File: src/hdl/lpc_pkg.sv
// Purpose: constants for the low power clock and reset controller
// Assumes: sys_clk at 40 MHz is the processor cycle clock
// Notes:   input clock runs at half the processor cycle rate
package lpc_pkg;

  // ---------------------------------------------------------------
  // Timing
  // ---------------------------------------------------------------
  localparam int CLK_MHZ            = 40;
  localparam int IN_CLK_PER_CYCLES  = 2;   // Processor cycles per input-clock cycle
  localparam int WARM_IN_CYCLES     = 100;
  localparam int COLD_IN_CYCLES     = 4096;
  localparam int WARM_CYCLES        = WARM_IN_CYCLES * IN_CLK_PER_CYCLES;
  localparam int COLD_CYCLES        = COLD_IN_CYCLES * IN_CLK_PER_CYCLES;
  localparam int CNT_W              = 16;

  // ---------------------------------------------------------------
  // Reset values and encodings
  // ---------------------------------------------------------------
  localparam logic [15:0] MODE_STATUS_REGISTER_RESET  = 16'h0000;
  localparam logic [11:0] IMASK_RESET  = 12'h000;
  localparam logic [13:0] BOOT_ADDR    = 14'h0000;
  localparam logic [1:0]  DIV_NONE     = 2'h0;
  localparam int          DIV_SHIFT_BASE = 4;  // Code k selects divisor 2**(k+4)
  localparam int          DIV_CNT_W    = 7;

  typedef enum logic [4:0] {
    ST_RUN   = 5'h01,
    ST_IDLE  = 5'h02,
    ST_PDOWN = 5'h04,
    ST_WAKE  = 5'h08,
    ST_BOOT  = 5'h10
  } lpc_state_t;

endpackage

File: src/hdl/lpc_ctrl.sv
// Purpose: power-down, idle, slow idle, cycle-clock and reset control
// Assumes: sys_clk is the processor cycle clock; requests synchronous
// Notes:   processor core handshakes via idle and handler strobes
`timescale 1ns/1ps
module lpc_ctrl
  import lpc_pkg::*;
#(
  parameter int COLD_WAIT = COLD_CYCLES,
  parameter int WARM_WAIT = WARM_CYCLES
)
(
  input  wire logic        sys_clk,
  input  wire logic        rst_n,
  input  wire logic        powerdown_request_pin_n,
  input  wire logic        powerdown_force,
  input  wire logic        pd_enter,
  input  wire logic        osc_stop,
  input  wire logic        context_clear,
  input  wire logic        idle_exec,
  input  wire logic        idle_div_valid,
  input  wire logic [1:0]  idle_div_code,
  input  wire logic        unmasked_irq,
  input  wire logic        cycle_clock_out_disable,
  input  wire logic        memory_map_select,
  input  wire logic        bus_request,
  input  wire logic        boot_done,
  output logic             powerdown_ack_pin,
  output logic             pd_irq,
  output logic             core_run,
  output logic             core_tick,
  output logic             serial_clk_en,
  output logic             timer_clk_en,
  output logic             cycle_clock_output,
  output logic             osc_enable,
  output logic             resume_saved,
  output logic             restart_clean,
  output logic             boot_active,
  output logic [13:0]      fetch_addr,
  output logic             fetch_load,
  output logic [15:0]      mode_status_register,
  output logic [11:0]      irq_mask,
  output logic             stacks_empty
);
  import lpc_pkg::*;

  // ---------------------------------------------------------------
  // State and registers
  // ---------------------------------------------------------------
  lpc_state_t     state_reg, state_next;
  logic [CNT_W-1:0] wait_reg, wait_next;
  logic           req_d_reg;
  logic           ack_reg;
  logic           irq_reg;
  logic           div_reg;
  logic [1:0]     code_reg;
  logic           osc_reg;
  logic           ctx_reg;
  logic           ccout_reg;
  logic           first_reg;
  logic           fetch_reg;
  logic           clean_reg;
  logic           saved_reg;
  logic           tick;

  wire req_edge   = req_d_reg && !powerdown_request_pin_n;
  wire pd_go      = pd_enter && (!powerdown_request_pin_n || powerdown_force);
  wire req_leave  = powerdown_request_pin_n && !powerdown_force;
  wire boot_sel   = !bus_request && (memory_map_select == 1'b0);
  wire wait_done  = (wait_reg == '0);

  lpc_clk_div u_div (
    .sys_clk    (sys_clk),
    .rst_n      (rst_n),
    .div_on     (div_reg),
    .ratio_code (code_reg),
    .tick       (tick)
  );

  // ---------------------------------------------------------------
  // Next state
  // ---------------------------------------------------------------
  always_comb begin
    state_next = state_reg;
    wait_next  = wait_done ? wait_reg : wait_reg - 1'b1;
    case (state_reg)
      ST_BOOT: begin
        if (boot_done) begin
          state_next = ST_RUN;
        end
      end
      ST_RUN: begin
        if (pd_go) begin
          state_next = ST_PDOWN;
        end else if (idle_exec) begin
          state_next = ST_IDLE;
        end
      end
      ST_IDLE: begin
        // Exit only on a divided tick, so slow idle may lag by up to n cycles
        if (unmasked_irq && tick) begin
          state_next = ST_RUN;
        end
      end
      ST_PDOWN: begin
        if (req_leave) begin
          state_next = ST_WAKE;
          wait_next  = osc_reg ? CNT_W'(COLD_WAIT - 1) : CNT_W'(WARM_WAIT - 1);
        end
      end
      ST_WAKE: begin
        if (wait_done) begin
          state_next = ST_RUN;
        end
      end
      default: begin
        state_next = ST_RUN;
      end
    endcase
  end

  // ---------------------------------------------------------------
  // Registers
  // ---------------------------------------------------------------
  always_ff @(posedge sys_clk) begin
    if (!rst_n) begin
      state_reg <= ST_RUN;
      wait_reg  <= '0;
      req_d_reg <= 1'b1;
      ack_reg   <= 1'b0;
      irq_reg   <= 1'b0;
      div_reg   <= 1'b0;
      code_reg  <= DIV_NONE;
      osc_reg   <= 1'b0;
      ctx_reg   <= 1'b0;
      ccout_reg <= 1'b0;
      first_reg <= 1'b1;
      fetch_reg <= 1'b0;
      clean_reg <= 1'b0;
      saved_reg <= 1'b0;
    end else begin
      first_reg <= 1'b0;
      if (first_reg) begin
        state_reg <= boot_sel ? ST_BOOT : ST_RUN;
      end else begin
        state_reg <= state_next;
      end
      wait_reg  <= wait_next;
      req_d_reg <= powerdown_request_pin_n;
      irq_reg   <= req_edge;
      ack_reg   <= (state_next == ST_PDOWN) && !first_reg;
      if (state_reg == ST_RUN && idle_exec) begin
        div_reg  <= idle_div_valid;
        code_reg <= idle_div_code;
      end else if (state_next != ST_IDLE) begin
        div_reg  <= 1'b0;
      end
      if (state_reg == ST_RUN && pd_go) begin
        osc_reg <= osc_stop;
        ctx_reg <= context_clear;
      end
      ccout_reg <= cycle_clock_out_disable ? 1'b0 : (tick ? !ccout_reg : ccout_reg);
      fetch_reg <= (state_reg == ST_BOOT && boot_done) || (first_reg && !boot_sel);
      clean_reg <= (state_reg == ST_WAKE && wait_done && ctx_reg);
      saved_reg <= (state_reg == ST_WAKE && wait_done && !ctx_reg);
    end
  end

  // ---------------------------------------------------------------
  // Outputs
  // ---------------------------------------------------------------
  assign powerdown_ack_pin    = ack_reg;
  assign pd_irq               = irq_reg;
  assign core_run             = (state_reg == ST_RUN) || (state_reg == ST_BOOT);
  assign core_tick            = tick;
  assign serial_clk_en        = tick;
  assign timer_clk_en         = tick;
  assign cycle_clock_output   = ccout_reg;
  assign osc_enable           = !(state_reg == ST_PDOWN && osc_reg);
  assign resume_saved         = saved_reg;
  assign restart_clean        = clean_reg;
  assign boot_active          = (state_reg == ST_BOOT);
  assign fetch_addr           = BOOT_ADDR;
  assign fetch_load           = fetch_reg;
  assign mode_status_register = first_reg ? MODE_STATUS_REGISTER_RESET : 16'h0000;
  assign irq_mask             = IMASK_RESET;
  assign stacks_empty         = first_reg;

  // ---------------------------------------------------------------
  // Checks
  // ---------------------------------------------------------------
  pd_entry_a: assert property (@(posedge sys_clk) disable iff (!rst_n)
    state_reg == ST_RUN && pd_go && !first_reg |=> state_reg == ST_PDOWN)
    else $error("power-down not entered");
  ack_follow_a: assert property (@(posedge sys_clk) disable iff (!rst_n)
    state_reg == ST_PDOWN |-> powerdown_ack_pin)
    else $error("ack missing in power-down");
  ack_drop_a: assert property (@(posedge sys_clk) disable iff (!rst_n)
    state_reg == ST_PDOWN && req_leave |=> !powerdown_ack_pin)
    else $error("ack held while leaving");
  irq_edge_a: assert property (@(posedge sys_clk) disable iff (!rst_n)
    $fell(powerdown_request_pin_n) |=> pd_irq)
    else $error("power-down interrupt missing");
  warm_wake_a: assert property (@(posedge sys_clk) disable iff (!rst_n)
    state_reg == ST_PDOWN && req_leave && !osc_reg |-> ##[1:201] state_reg != ST_WAKE)
    else $error("warm wake too slow");
  std_idle_a: assert property (@(posedge sys_clk) disable iff (!rst_n)
    state_reg == ST_IDLE && !div_reg && unmasked_irq |=> state_reg == ST_RUN)
    else $error("standard idle exit late");
  boot_pick_a: assert property (@(posedge sys_clk) disable iff (!rst_n)
    first_reg && boot_sel |=> state_reg == ST_BOOT)
    else $error("boot not started");
  ccout_off_a: assert property (@(posedge sys_clk) disable iff (!rst_n)
    cycle_clock_out_disable |=> !cycle_clock_output)
    else $error("cycle clock not disabled");
  reset_run_a: assert property (@(posedge sys_clk)
    !rst_n |=> !powerdown_ack_pin && state_reg == ST_RUN)
    else $error("reset did not end power-down");

endmodule

File: src/hdl/lpc_clk_div.sv
// Purpose: divided processor-cycle enable for slow idle
// Assumes: ratio code stable while enabled
// Notes:   pulse every cycle when division is off
`timescale 1ns/1ps
module lpc_clk_div
  import lpc_pkg::*;
(
  input  wire logic       sys_clk,
  input  wire logic       rst_n,
  input  wire logic       div_on,
  input  wire logic [1:0] ratio_code,
  output logic            tick
);
  import lpc_pkg::*;

  logic [DIV_CNT_W-1:0] cnt_reg;
  logic [DIV_CNT_W-1:0] cnt_next;
  logic [DIV_CNT_W-1:0] top;

  // Shift amount kept 32 bits wide so the base of four is not cut to two bits
  assign top = DIV_CNT_W'((32'h1 << (int'(ratio_code) + DIV_SHIFT_BASE)) - 1);
  assign tick = !div_on || (cnt_reg == top);
  assign cnt_next = tick ? '0 : cnt_reg + 1'b1;

  always_ff @(posedge sys_clk) begin
    if (!rst_n) begin
      cnt_reg <= '0;
    end else begin
      cnt_reg <= cnt_next;
    end
  end

  tick_spacing_a: assert property (@(posedge sys_clk) disable iff (!rst_n)
    div_on && ratio_code == 2'h0 && tick ##1 div_on && ratio_code == 2'h0 |-> !tick[*8])
    else $error("divided tick too early");

endmodule

File: config.mk
export PLATFORM = sky130hd
export DESIGN_NAME = lpc_ctrl
export DESIGN_NICKNAME = d
export VERILOG_FILES = /design/src/hdl/lpc_pkg.sv /design/src/hdl/lpc_ctrl.sv /design/src/hdl/lpc_clk_div.sv
export SDC_FILE = /design/constraint.sdc
export NUM_CORES = 1
export LEC_CHECK = 0
export CAP_MARGIN = 20
export CORE_ASPECT_RATIO = 1.2
export CORE_MARGIN = 5
export CORE_UTILIZATION = 57
export DETAILED_ROUTE_END_ITERATION = 12
export DONT_BUFFER_PORTS = 1
export GPL_ROUTABILITY_DRIVEN = 0
export PLACE_DENSITY_LB_ADDON = 0.08
export SYNTH_ARGS = -nofsm -noshare
export SYNTH_HDL_FRONTEND = slang
export SYNTH_HIERARCHICAL = 1
export SYNTH_SLANG_ARGS = --single-unit
File: constraint.sdc
create_clock -name sys_clk -period 2.2 [get_ports sys_clk]
set_clock_uncertainty 0.15 [all_clocks]
set_input_delay 0.33 -clock sys_clk [delete_from_list [all_inputs] [get_ports sys_clk]]
set_output_delay 0.33 -clock sys_clk [all_outputs]
set_load 0.01 [all_outputs]
# Word level (Yosys, flattened, before mapping)
# Index checks and enable logic that the tools add are counted.
[classes]
n_shift = 1
addsub = 4
mux = 16
n_bitwise = 2
reduce_logical = 31
eq_ne = 8
[ops]
columns = ["op", "n"]
rows = [
  ["$mux 16", 3],
  ["$mux 5", 8],
  ["$shl 1x32->7 const A", 1],
  ["$pmux 5 s5", 1],
  ["$logic_not 16->1", 1],
  ["$sub 16x1->16 const B", 1],
  ["$logic_and 1x1->1", 14],
  ["$mux 13", 1],
  ["$eq 5x3->1 const B", 2],
  ["$logic_not 1->1", 9],
  ["$add 7x1->7 const B", 1],
  ["$eq 7x7->1", 1],
  ["$sub 7x1->7 const B", 1],
  ["$eq 5x1->1 const B", 1],
  ["$eq 5x2->1 const B", 1],
  ["$eq 5x4->1 const B", 1],
  ["$eq 5x5->1 const B", 1],
  ["$ne 5x2->1 const B", 1],
  ["$add 2x3->4 const B", 1],
  ["$logic_or 1x1->1", 4],
  ["$reduce_or 2->1", 2],
  ["$mux 1", 3],
  ["$not 1->1", 2],
  ["$reduce_bool 2->1", 1],
]
[word_totals]
in_bits = 16
output_inout_bits = 55
regBits = 41
word_cells = 77

# Longest topological paths before layout
# Gate-level depths: netlist of the first run.
[logic_depth]
ltp_word = 11
ltp_mapped = 8
mapped_depth_nobuf = 8

# Hierarchy
# The synthesis of the first run kept the hierarchy.
[modules_own_cells]
columns = ["module", "seq_area_each_um2", "n_inst", "area_each_um2", "cells_each"]
rows = [
  ["lpc_ctrl", 680.7, 1, 2037.0, 249],
  ["lpc_clk_div", 140.1, 1, 340.3, 38],
]

# Worst setup path before layout of the first run
# No wires, ideal clock.
[synth_path]
path_type = "register to register"
start = "register wait_reg[8]"
end = "register wait_reg[14]"
required_time_ns = 1.980
stages_incl_launch_ff = 6
t_arrival_ns = 2.009
slack_ns = -0.029
synth_period_minus_slack_ns = 2.229
path_cell_list = "dfxtp_1 or4_1 buf_2 or4_4 or4b_1 a21oi_1"
[synth_between]
elab_chain_cells = 4
word_cells_on_any_way = 5
cone_classes = "add/sub (1); mux (3); reduce/logical (1)"
[synth_rtl]
columns = ["item", "line_no", "rtl"]
rows = [
  ["from (decl)", "lpc_ctrl.sv:50", "logic [CNT_W-1:0] wait_reg, wait_next;"],
  ["from (signal assigned)", "lpc_ctrl.sv:147", "wait_reg <= wait_next;"],
  ["$sub 16x1->16 / $logic_not 16->1 (equally long branches)", "lpc_ctrl.sv:84, lpc_ctrl.sv:69", ""],
  ["$mux 16 *", "lpc_ctrl.sv:84", "wait_next = wait_done ? wait_reg : wait_reg - 1'b1;"],
  ["$mux 16", "lpc_ctrl.sv:105", "if (req_leave) begin"],
  ["$mux 16 *", "lpc_ctrl.sv:85", "case (state_reg)"],
]
# Mark *: on every way between the ends. The rest lies on a longest branch, timed or not.
# A chain may end at the register's enable or synchronous reset.

# Final worst setup path of the first run
[layout_path]
start = "register wait_reg[9]"
end = "register wait_reg[14]"
# Same word-level chain as after synthesis.

==> insert_results.sql, run 1 <==
INSERT INTO impl_metrics (metric_group, metric, value, unit) VALUES
('run_status', 'outcome', 'completed', ''),
('final_layout', 'final_cell_mix', 'sky130_fd_sc_hd__conb_1, sky130_fd_sc_hd__dfxtp_1, sky130_fd_sc_hd__buf_4, sky130_fd_sc_hd__a21oi_1', ''),
('global_route', 'first_global_vias', '1736', ''),
('clocking', 'cts_made_buffers', '5', ''),
('floorplan', 'boundaryPins', '71', ''),
('floorplan', 'fp-row-count', '25', ''),
('synth', 'ys_ff_latch', '41', ''),
('sta', 'timing.final.setup_violations', '0', ''),
('detailed_routing', 'remaining_antenna_violation_count', '0', ''),
('clocking', 'numClockSinks', '41', ''),
('final_layout', 'post-route-cell-area', '0.002522', 'mm²'),
('sta', 'maxSlewHeadroom', '49.94', '%'),
('power', 'power_density', '1134', 'mW/mm²'),
('setup_path', 'timing.critical_path.slowest_stage_cell', 'sky130_fd_sc_hd__or4_4', ''),
('setup_path', 'timing.critical_path.buf_inv', '0', ''),
('synth', 'ys.warnings.count', '6', ''),
('flow_run', 'max_cap_violations', '0', ''),
('floorplan', 'die_height', '80.75', 'µm'),
('clocking', 'clk_pin_slew', '0.08', 'ns'),
('detailed_routing', 'vias_per_cell', '5.545', ''),
('final_layout', 'syn2layout_area_growth', '6.105', '%'),
('synth', 'netlist_area_before_placement', '0.002377', 'mm²'),
('setup_path', 'worstSetupPathDepth', '4', ''),
('clocking', 'cts_tree', 'done', ''),
('global_route', 'global_route.overflow_total', '0', ''),
('synth', 'yosys.cell_types.count', '52', ''),
('synth', 'synth_cells', '287', ''),
('clocking', 'cts_root_buffer', 'sky130_fd_sc_hd__clkbuf_8', ''),
('floorplan', 'core_region_area', '0.004004', 'mm²'),
('clocking', 'ctsHtreeMaxLevel', '2', ''),
('global_route', 'grt_max_degree', '15', ''),
('floorplan', 'die_w', '68.96', 'µm'),
('setup_path', 'worstPathRequired', '2.28', 'ns'),
('min_path', 'hold_class', 'input port to flop', ''),
('power', 'leakagePower', '1.018', 'nW'),
('clocking', 'cts_buffer_depth', '2', ''),
('setup_path', 'critical_path_sink_type', 'flop', ''),
('synth', 'avgSynthCellArea', '8.283', 'µm²'),
('setup_path', 'r2r_cells', '4', ''),
('sta', 'setup_total_negative_slack', '0', 'ns'),
('final_layout', 'finalNetCount', '322', ''),
('synth', 'synth_async_sr_flop_share', '0', '%'),
('synth', 'synth_enable_flop_cells', '0', ''),
('sta', 'max_slew.worst_pin.slew', '0.7509', 'ns'),
('clocking', 'worst_skew_pair.late_latency', '0.29', 'ns'),
('min_path', 'whs_path_depth', '1', ''),
('synth', 'seq_area_frac_synth', '34.53', '%'),
('detailed_routing', 'detail_route.wl_per_cell', '14.05', 'µm'),
('detailed_routing', 'detail_route.iter0.violations', '126', ''),
('setup_path', 'path_delay_family', 'simple AND/OR/NAND/NOR gates', ''),
('place', 'numPlacedInstances', '348', ''),
('setup_path', 'delay_of_the_slowest_cell_on_the_worst_path', '0.53', 'ns'),
('final_layout', 'largest_register_ffs', '16', ''),
('final_layout', 'layoutNonFillerInstCount', '358', ''),
('setup_path', 'path_cells', 'or4_4 -> or4_4 -> or4b_1 -> a21oi_1', ''),
('detailed_routing', 'vias', '1985', ''),
('setup_path', 'critPathMostFrequentCell', 'sky130_fd_sc_hd__or4_4', ''),
('final_layout', 'share_of_final_layout_standard_cells_stronger_than_drive_strength_1', '12.50', '%'),
('place', 'placement.io_buffers', '0', ''),
('final_layout', 'layout.cells.most_common', 'sky130_fd_sc_hd__conb_1', ''),
('synth', 'postSynth.topFlopCell', 'sky130_fd_sc_hd__dfxtp_1', ''),
('floorplan', 'floorplan.initialDensity', '59.38', '%'),
('setup_path', 'worstPathArrival', '2.21', 'ns'),
('sta', 'max_clock_freq', '468.8', 'MHz'),
('sta', 'fin_hold_ws', '0.01655', 'ns'),
('sta', 'hold_viol', '0', ''),
('detailed_routing', 'detailed_router_iteration_count_before_antenna_repair', '4', ''),
('place', 'postPlaceCellArea', '0.002372', 'mm²'),
('setup_path', 'setup.worst_path.class', 'flop to flop', ''),
('detailed_routing', 'routed_wirelength', '5031', 'µm'),
('final_layout', 'num_antenna_cells', '0', '');
-- power breakdown --
part           total, mW  internal, mW  switching (mW)
Clock              0.584         0.330           0.255
Combinational       1.25         0.602           0.645
Sequential          1.03         0.876           0.153
Total               2.86          1.81            1.05
-- metrics by stage --
step	setup WS, ns	utilization (%)
2_1_floorplan	0.02388	-
3_5_place_dp	0.04878	59.25
6_report	0.06683	63.00
5_1_grt	-0.001860	63.00
4_1_cts	0.02497	62.34
3_3_place_gp	0.08798	59.25
-- kinds of logic (layout without fill, tap and decap cells) --
group	Yosys count	count (layout)	synth area share (%)
XOR/XNOR	7	7	2.579
AND/OR/NAND/NOR	117	117	28.05
AO/OA/AOI/OAI	50	50	13.84
adder cells (fa/ha/maj)	2	2	1.052
buffers and inverters	62	38	16.79
multiplexers	7	7	3.000
flip-flops	41	41	34.53
other	1	42	0.1577
-- cell usage after synthesis (3+ instances only) --
cell type,number,share of area (%)
sky130_fd_sc_hd__buf_4,44,14
sky130_fd_sc_hd__dfxtp_1,41,35
sky130_fd_sc_hd__a21oi_1,18,3.8
sky130_fd_sc_hd__nand2_1,16,2.5
sky130_fd_sc_hd__nor2_1,16,2.5
sky130_fd_sc_hd__nor3_1,14,2.9
sky130_fd_sc_hd__nor4_1,11,2.9
sky130_fd_sc_hd__inv_1,10,1.6
sky130_fd_sc_hd__nand2b_1,8,2.1
sky130_fd_sc_hd__nand4_1,8,2.1
sky130_fd_sc_hd__o21ai_0,8,1.7
sky130_fd_sc_hd__or3_1,8,2.1
sky130_fd_sc_hd__nand3_1,7,1.5
sky130_fd_sc_hd__and2_1,6,1.6
sky130_fd_sc_hd__clkbuf_1,6,0.95
sky130_fd_sc_hd__mux2i_1,6,2.5
sky130_fd_sc_hd__xnor2_1,6,2.2
sky130_fd_sc_hd__a31oi_1,4,1.1
sky130_fd_sc_hd__or4_1,4,1.3
sky130_fd_sc_hd__nor3b_1,3,0.95
sky130_fd_sc_hd__o211ai_1,3,0.95
sky130_fd_sc_hd__o311ai_0,3,1.1
-- layer usage --
layer  vias up  GRT usage (%)  share of wire (%)
li1        983              -                  -
met1       927          23.42                 41
met2        68          29.68                 49
met3         7          5.671                9.0
met4         0          7.018                1.3
met5         -              0                  0
-- timing repair --
| item | CTS | global route |
|---|---|---|
| setup buffers | 0 | 1 |
| hold endpoints to repair | 2 | 0 |
| hold buffers | 2 | 0 |
| endpoints found under the setup margin | 0 | 6 |
| gates resized for setup | 0 | 5 |
-- final cells by class --
cell class	count	area, µm²
Fill cell	386	1481
Multi-Input combinational cell	225	1330
Sequential cell	41	820.8
Timing Repair Buffer	21	162.7
Clock buffer	5	68.82
Tap cell	54	67.56
Inverter	10	37.54
Clock inverter	2	35.03
-- worst paths after layout --
path | startpoint | end | slack (ns)
max | wait_reg[9]$_SDFF_PN0_ | wait_reg[14]$_SDFF_PN0_ | 0.07
min | powerdown_request_pin_n | req_d_reg$_SDFF_PN1_ | 0.02
max reg2reg | wait_reg[9]$_SDFF_PN0_ | wait_reg[14]$_SDFF_PN0_ | 0.07
min reg2reg | req_d_reg$_SDFF_PN1_ | pd_irq$_SDFF_PN0_ | 0.27
No activity file was read; power rests on OpenSTA's default activity.
==> run 2: changes to the inputs <==
--- a/config.mk
+++ b/config.mk
@@ -12,7 +12,7 @@
 export DETAILED_ROUTE_END_ITERATION = 12
 export DONT_BUFFER_PORTS = 1
 export GPL_ROUTABILITY_DRIVEN = 0
-export PLACE_DENSITY_LB_ADDON = 0.08
+export PLACE_DENSITY = 0.8
 export SYNTH_ARGS = -nofsm -noshare
 export SYNTH_HDL_FRONTEND = slang
 export SYNTH_HIERARCHICAL = 1
==> insert_results.sql, run 2 (synthesis results as in run 1) <==
INSERT INTO impl_metrics (metric_group, metric, value, unit) VALUES
('detailed_routing', 'vias', '1993', ''),
('final_layout', 'num_antenna_cells', '0', ''),
('setup_path', 'worstSetupEndpoint', 'core_run', ''),
('global_route', 'gr-usage-all-layers', '18.61', '%'),
('setup_path', 'setup.worst_path.class', 'flop to primary output', ''),
('run_status', 'outcome', 'completed', ''),
('global_route', 'grt_max_degree', '15', ''),
('setup_path', 'r2r_cells', '5', ''),
('global_route', 'first_global_vias', '1832', ''),
('setup_path', 'worstPathRequired', '1.72', 'ns'),
('sta', 'layout_min_cycle_time', '2.186', 'ns'),
('final_layout', 'largest_register_ffs', '16', ''),
('setup_path', 'crit-reg2reg-capture', 'wait_reg[13]$_SDFF_PN0_', ''),
('clocking', 'cts_made_buffers', '5', ''),
('final_layout', 'layout.cells.most_common', 'sky130_fd_sc_hd__conb_1', ''),
('setup_path', 'worstPathArrival', '1.71', 'ns'),
('final_layout', 'final.fill_count', '361', ''),
('sta', 'maxSlewHeadroom', '43.12', '%'),
('setup_path', 'path_cells', 'buf_4 -> nor4_1 -> buf_4 -> and2_1 -> or2_2', ''),
('detailed_routing', 'routed_wirelength', '5085', 'µm'),
('setup_path', 'worst_case_register_to_register_setup_slack', '0.03', 'ns'),
('clocking', 'cts_root_buffer', 'sky130_fd_sc_hd__clkbuf_8', ''),
('detailed_routing', 'detailed_router_iteration_count_before_antenna_repair', '4', ''),
('final_layout', 'share_of_final_layout_standard_cells_stronger_than_drive_strength_1', '13.86', '%'),
('sta', 'max_clock_freq', '457.5', 'MHz'),
('place', 'placement.io_buffers', '0', ''),
('min_path', 'hold_class', 'input port to flop', ''),
('sta', 'report.final.slew_viol_count', '0', ''),
('detailed_routing', 'vias_per_cell', '5.583', ''),
('detailed_routing', 'detail_route.wl_per_cell', '14.24', 'µm'),
('floorplan', 'die_w', '68.96', 'µm'),
('sta', 'setup_total_negative_slack', '0', 'ns'),
('floorplan', 'fp-row-count', '25', ''),
('floorplan', 'die_height', '80.75', 'µm'),
('clocking', 'ctsHtreeMaxLevel', '2', ''),
('flow_run', 'max_cap_violations', '0', ''),
('min_path', 'min-delay-start', 'rst_n', ''),
('power', 'leakagePower', '0.9999', 'nW'),
('final_layout', 'finalNetCount', '320', ''),
('sta', 'hold_viol', '0', ''),
('sta', 'fin_hold_ws', '0.01057', 'ns'),
('global_route', 'global_route_wire_length_before_repair', '7935', 'µm'),
('setup_path', 'path_delay_family', 'simple AND/OR/NAND/NOR gates', ''),
('power', 'power.ir.vdd_worst', '0.4733', 'mV'),
('clocking', 'clk_pin_slew', '0.08', 'ns'),
('setup_path', 'worstSetupPathDepth', '5', ''),
('power', 'power_density', '1130', 'mW/mm²'),
('clocking', 'numClockSinks', '41', ''),
('setup_path', 'timing.critical_path.slowest_stage_cell', 'sky130_fd_sc_hd__nor4_1', ''),
('setup_path', 'timing.rr.start', 'wait_reg[10]$_SDFF_PN0_', ''),
('place', 'dpl.hpwl', '3812', 'µm'),
('floorplan', 'floorplan.initialDensity', '59.38', '%'),
('detailed_routing', 'total_drc_errors_in_the_routed_layout', '0', ''),
('clocking', 'cts_buffer_depth', '2', ''),
('detailed_routing', 'detail_route.iter0.violations', '94', ''),
('final_layout', 'final_cell_mix', 'sky130_fd_sc_hd__conb_1, sky130_fd_sc_hd__dfxtp_1, sky130_fd_sc_hd__a21oi_1, sky130_fd_sc_hd__buf_4', ''),
('floorplan', 'boundaryPins', '71', ''),
('floorplan', 'core_region_area', '0.004004', 'mm²'),
('sta', 'max_slew.worst_pin.slew', '0.8532', 'ns'),
('setup_path', 'worst_setup_path_start_kind', 'flop', ''),
('setup_path', 'critical_path_sink_type', 'primary output', ''),
('clocking', 'cts_tree', 'done', ''),
('setup_path', 'crit_path_max_fanout', '8', ''),
('final_layout', 'syn2layout_area_growth', '5.316', '%'),
('sta', 'period_share', '99.36', '%'),
('floorplan', 'floorplan.die_area', '0.005568', 'mm²'),
('detailed_routing', 'remaining_antenna_violation_count', '0', ''),
('setup_path', 'critPathMostFrequentCell', 'sky130_fd_sc_hd__buf_4', ''),
('setup_path', 'delay_of_the_slowest_cell_on_the_worst_path', '0.41', 'ns'),
('setup_path', 'timing.critical_path.from', 'state_reg[2]$_SDFF_PP0_', ''),
('setup_path', 'timing.critical_path.buf_inv', '2', ''),
('global_route', 'grt_antenna_before_repair', '0', ''),
('sta', 'timing.final.setup_violations', '0', ''),
('clocking', 'worst_skew_pair.late_latency', '0.30', 'ns'),
('global_route', 'global_route.overflow_total', '0', '');
## run 2: cell count changes in the layout (fill, tap and decap cells not counted), sizes merged
cell / change
bufinv: -1
buf: -2
clkinvlp: +1
clkinv: +1
## run 2: worst min path at each step
stage	endpoint	slack, ns	cells past startpoint
after floorplan	pd_irq$_SDFF_PN0_	0.24	2
after global placement	pd_irq$_SDFF_PN0_	0.25	2
after detailed placement	pd_irq$_SDFF_PN0_	0.26	2
after CTS	fetch_load$_SDFF_PN0_	0.005	2
after global routing	req_d_reg$_SDFF_PN1_	0.01	1
final	div_reg$_SDFFE_PN0P_	0.01	2
## run 2: power breakdown
part / switching (mW) / leakage (nW) / internal (mW)
clock network: 0.265 / 0.0439 / 0.219
registers: 0.159 / 0.336 / 0.877
logic: 0.682 / 0.620 / 0.627
## run 2: worst reg2reg max path: stages (launching register included)
cell,delay [ns]
sky130_fd_sc_hd__dfxtp_2,0.34
sky130_fd_sc_hd__or4_4,0.54
sky130_fd_sc_hd__buf_4,0.17
sky130_fd_sc_hd__or3_1,0.32
sky130_fd_sc_hd__or4_1,0.44
sky130_fd_sc_hd__a21oi_2,0.15
## run 2: routing by layer
metal  vias up  wire length (µm)  global-route usage [%]
met5         -                 0                       0
met4         0               128                   9.162
met3        12               388                   4.841
met2        75              2582                   31.01
met1       920              1985                   21.70
li1        986                 -                       -
## run 2: what timing repair did
action,4_1_cts,5_1_grt
gates resized for setup,0,11
hold endpoints to repair,2,0
setup buffers,0,1
endpoints found under the setup margin,0,13
hold buffers,2,0
## run 2: area by class of cell
class,instances,area (µm²),area share (%)
clock buffers,5,68.82,2.749
multi-input cells,225,1341,53.57
inverters,10,37.54,1.499
well taps,54,67.56,2.699
clock inverters,3,17.52,0.6997
repair buffers,19,147.6,5.897
flip-flops and latches,41,823.3,32.88
## run 2: metrics by stage
step	std cells	power [mW]	setup WS, ns	instance area [µm²]	util [%]
6_report	357	2.829	0.01402	2504	62.53
5_1_grt	357	3.034	-0.05328	2504	62.53
4_1_cts	356	2.756	0.01523	2464	61.53
3_5_place_dp	346	2.258	0.03200	2357	58.88
3_3_place_gp	346	2.218	0.1082	2357	58.88
2_1_floorplan	328	2.009	0.02388	2537	-
==> run 3: changes to the inputs <==
--- a/config.mk
+++ b/config.mk
@@ -8,11 +8,12 @@
 export CAP_MARGIN = 20
 export CORE_ASPECT_RATIO = 1.2
 export CORE_MARGIN = 5
-export CORE_UTILIZATION = 57
+export CORE_UTILIZATION = 45
 export DETAILED_ROUTE_END_ITERATION = 12
 export DONT_BUFFER_PORTS = 1
 export GPL_ROUTABILITY_DRIVEN = 0
-export PLACE_DENSITY = 0.8
+export GPL_TIMING_DRIVEN = 0
+export PLACE_DENSITY = 0.67
 export SYNTH_ARGS = -nofsm -noshare
 export SYNTH_HDL_FRONTEND = slang
 export SYNTH_HIERARCHICAL = 1
==> insert_results.sql, run 3 (synthesis results as in run 1) <==
INSERT INTO impl_metrics (metric_group, metric, value, unit) VALUES
('clocking', 'worst_skew_pair.late_latency', '0.29', 'ns'),
('detailed_routing', 'routed_wirelength', '5163', 'µm'),
('setup_path', 'path_cells', 'or4_4 -> or4_4 -> or4b_1 -> a21oi_1', ''),
('setup_path', 'critical_path_sink_type', 'flop', ''),
('setup_path', 'delay_of_the_slowest_cell_on_the_worst_path', '0.56', 'ns'),
('place', 'dpl.hpwl', '3882', 'µm'),
('setup_path', 'worstPathRequired', '2.27', 'ns'),
('detailed_routing', 'detail_route.wl_per_cell', '12.88', 'µm'),
('final_layout', 'layout.cells.most_common', 'sky130_fd_sc_hd__buf_4', ''),
('setup_path', 'setup.worst_path.class', 'flop to flop', ''),
('power', 'leakagePower', '1.208', 'nW'),
('final_layout', 'num_antenna_cells', '0', ''),
('floorplan', 'fp-row-count', '29', ''),
('detailed_routing', 'remaining_antenna_violation_count', '0', ''),
('clocking', 'cts_root_buffer', 'sky130_fd_sc_hd__clkbuf_8', ''),
('floorplan', 'die_w', '76.35', 'µm'),
('setup_path', 'timing.critical_path.slowest_stage_cell', 'sky130_fd_sc_hd__or4_4', ''),
('setup_path', 'critPathMostFrequentCell', 'sky130_fd_sc_hd__or4_4', ''),
('floorplan', 'core_region_area', '0.005225', 'mm²'),
('final_layout', 'syn2layout_area_growth', '19.63', '%'),
('final_layout', 'final.fill_count', '505', ''),
('global_route', 'grt_antenna_before_repair', '0', ''),
('global_route', 'global_route_wire_length_before_repair', '8169', 'µm'),
('clocking', 'cts_buffer_depth', '2', ''),
('detailed_routing', 'detailed_router_iteration_count_before_antenna_repair', '4', ''),
('clocking', 'numClockSinks', '41', ''),
('power', 'power_density', '1054', 'mW/mm²'),
('final_layout', 'final_cell_mix', 'sky130_fd_sc_hd__buf_4, sky130_fd_sc_hd__conb_1, sky130_fd_sc_hd__dfxtp_1, sky130_fd_sc_hd__a21oi_1', ''),
('sta', 'max_clock_freq', '465.1', 'MHz'),
('sta', 'hold_viol', '0', ''),
('detailed_routing', 'total_drc_errors_in_the_routed_layout', '0', ''),
('global_route', 'grt_max_degree', '13', ''),
('flow_run', 'max_cap_violations', '0', ''),
('sta', 'period_share', '97.74', '%'),
('final_layout', 'largest_register_ffs', '16', ''),
('detailed_routing', 'vias_per_cell', '5.137', ''),
('sta', 'setup_repair_after_global_routing_missed_its_margin', 'true', ''),
('detailed_routing', 'vias', '2060', ''),
('power', 'power.ir.vdd_worst', '0.4056', 'mV'),
('clocking', 'cts_made_buffers', '5', ''),
('clocking', 'clk_pin_slew', '0.08', 'ns'),
('detailed_routing', 'detail_route.iter0.violations', '128', ''),
('sta', 'fin_hold_ws', '0.007958', 'ns'),
('place', 'placement.io_buffers', '0', ''),
('sta', 'timing.final.setup_violations', '0', ''),
('sta', 'layout_min_cycle_time', '2.150', 'ns'),
('setup_path', 'worst_case_register_to_register_setup_slack', '0.05', 'ns'),
('floorplan', 'floorplan.die_area', '0.006842', 'mm²'),
('final_layout', 'share_of_final_layout_standard_cells_stronger_than_drive_strength_1', '23.89', '%'),
('setup_path', 'worst_setup_path_start_kind', 'flop', ''),
('global_route', 'gr-usage-all-layers', '14.61', '%'),
('sta', 'report.final.slew_viol_count', '0', ''),
('final_layout', 'utilization', '54.43', '%'),
('run_status', 'outcome', 'completed', ''),
('final_layout', 'finalNetCount', '357', ''),
('floorplan', 'floorplan.initialDensity', '45.50', '%'),
('global_route', 'first_global_vias', '1790', ''),
('setup_path', 'worstPathArrival', '2.22', 'ns'),
('sta', 'max_slew.worst_pin.slew', '0.6115', 'ns'),
('global_route', 'global_route.overflow_total', '0', ''),
('sta', 'maxSlewHeadroom', '58.66', '%'),
('min_path', 'hold_class', 'input port to flop', ''),
('floorplan', 'die_height', '89.62', 'µm'),
('clocking', 'ctsHtreeMaxLevel', '2', ''),
('clocking', 'cts_tree', 'done', ''),
('floorplan', 'boundaryPins', '71', ''),
('setup_path', 'crit_path_max_fanout', '5', '');
-- run 3: timing repair --
| item | 4_1_cts | 5_1_grt |
|---|---|---|
| setup buffers | 2 | 3 |
| pin swaps | 1 | 3 |
| hold endpoints to repair | 1 | 0 |
| resized for setup | 16 | 6 |
| hold buffers | 1 | 0 |
| setup endpoints to repair | 13 | 22 |
-- run 3: final cells by class --
type                    count  area, µm²  area share [%]
plain buffers              50      352.8           12.41
clock buffers               5      68.82           2.420
clock inverters             2      35.03           1.232
inverters                  10      37.54           1.320
multi-input cells         225       1400           49.23
flip-flops and latches     41      824.5           28.99
well taps                  62      77.57           2.728
repair buffers              6      47.55           1.672
-- run 3: per-layer routing --
metal | vias to the layer above | global-route usage [%] | share of wire [%]
met5 | - | 0 | 0
met4 | 0 | 5.564 | 1.7
met3 | 10 | 5.888 | 8.7
met2 | 71 | 23.99 | 48
met1 | 926 | 17.32 | 42
li1 | 1053 | - | -
-- run 3: worst paths after layout --
path                                               from                      end  depth (start not counted)
worst min-delay path            powerdown_request_pin_n     req_d_reg$_SDFF_PN1_                          1
worst min register to register     req_d_reg$_SDFF_PN1_        pd_irq$_SDFF_PN0_                          2
worst max-delay path             wait_reg[9]$_SDFF_PN0_  wait_reg[14]$_SDFF_PN0_                          4
worst max register to register   wait_reg[9]$_SDFF_PN0_  wait_reg[14]$_SDFF_PN0_                          4
-- run 3: power by group --
| group | internal (mW) | switching (mW) | total, mW |
|---|---|---|---|
| Combinational | 0.662 | 0.707 | 1.37 |
| Sequential | 0.880 | 0.158 | 1.04 |
| Clock | 0.330 | 0.260 | 0.590 |
| Total | 1.87 | 1.13 | 3.00 |
-- run 3: per-stage QoR --
stage	instance area (µm²)	worst slack (ns)	std cells	total power, mW	setup TNS, ns
after detailed placement	2615	-0.2810	390	2.223	-1.102
after global routing	2844	-0.01356	401	3.216	-0.02953
after floorplan	2537	0.02388	328	2.009	0
after global placement	2615	-0.2691	390	2.199	-1.057
after CTS	2791	0.001205	399	2.856	0
final	2844	0.04972	401	2.997	0
-- run 3: critical path, delay by kind of cell, from the launching register on --
kind | cells | cell delay (ns)
compound gates | 1 | 0.12
simple gates | 3 | 1.48
flops | 1 | 0.33
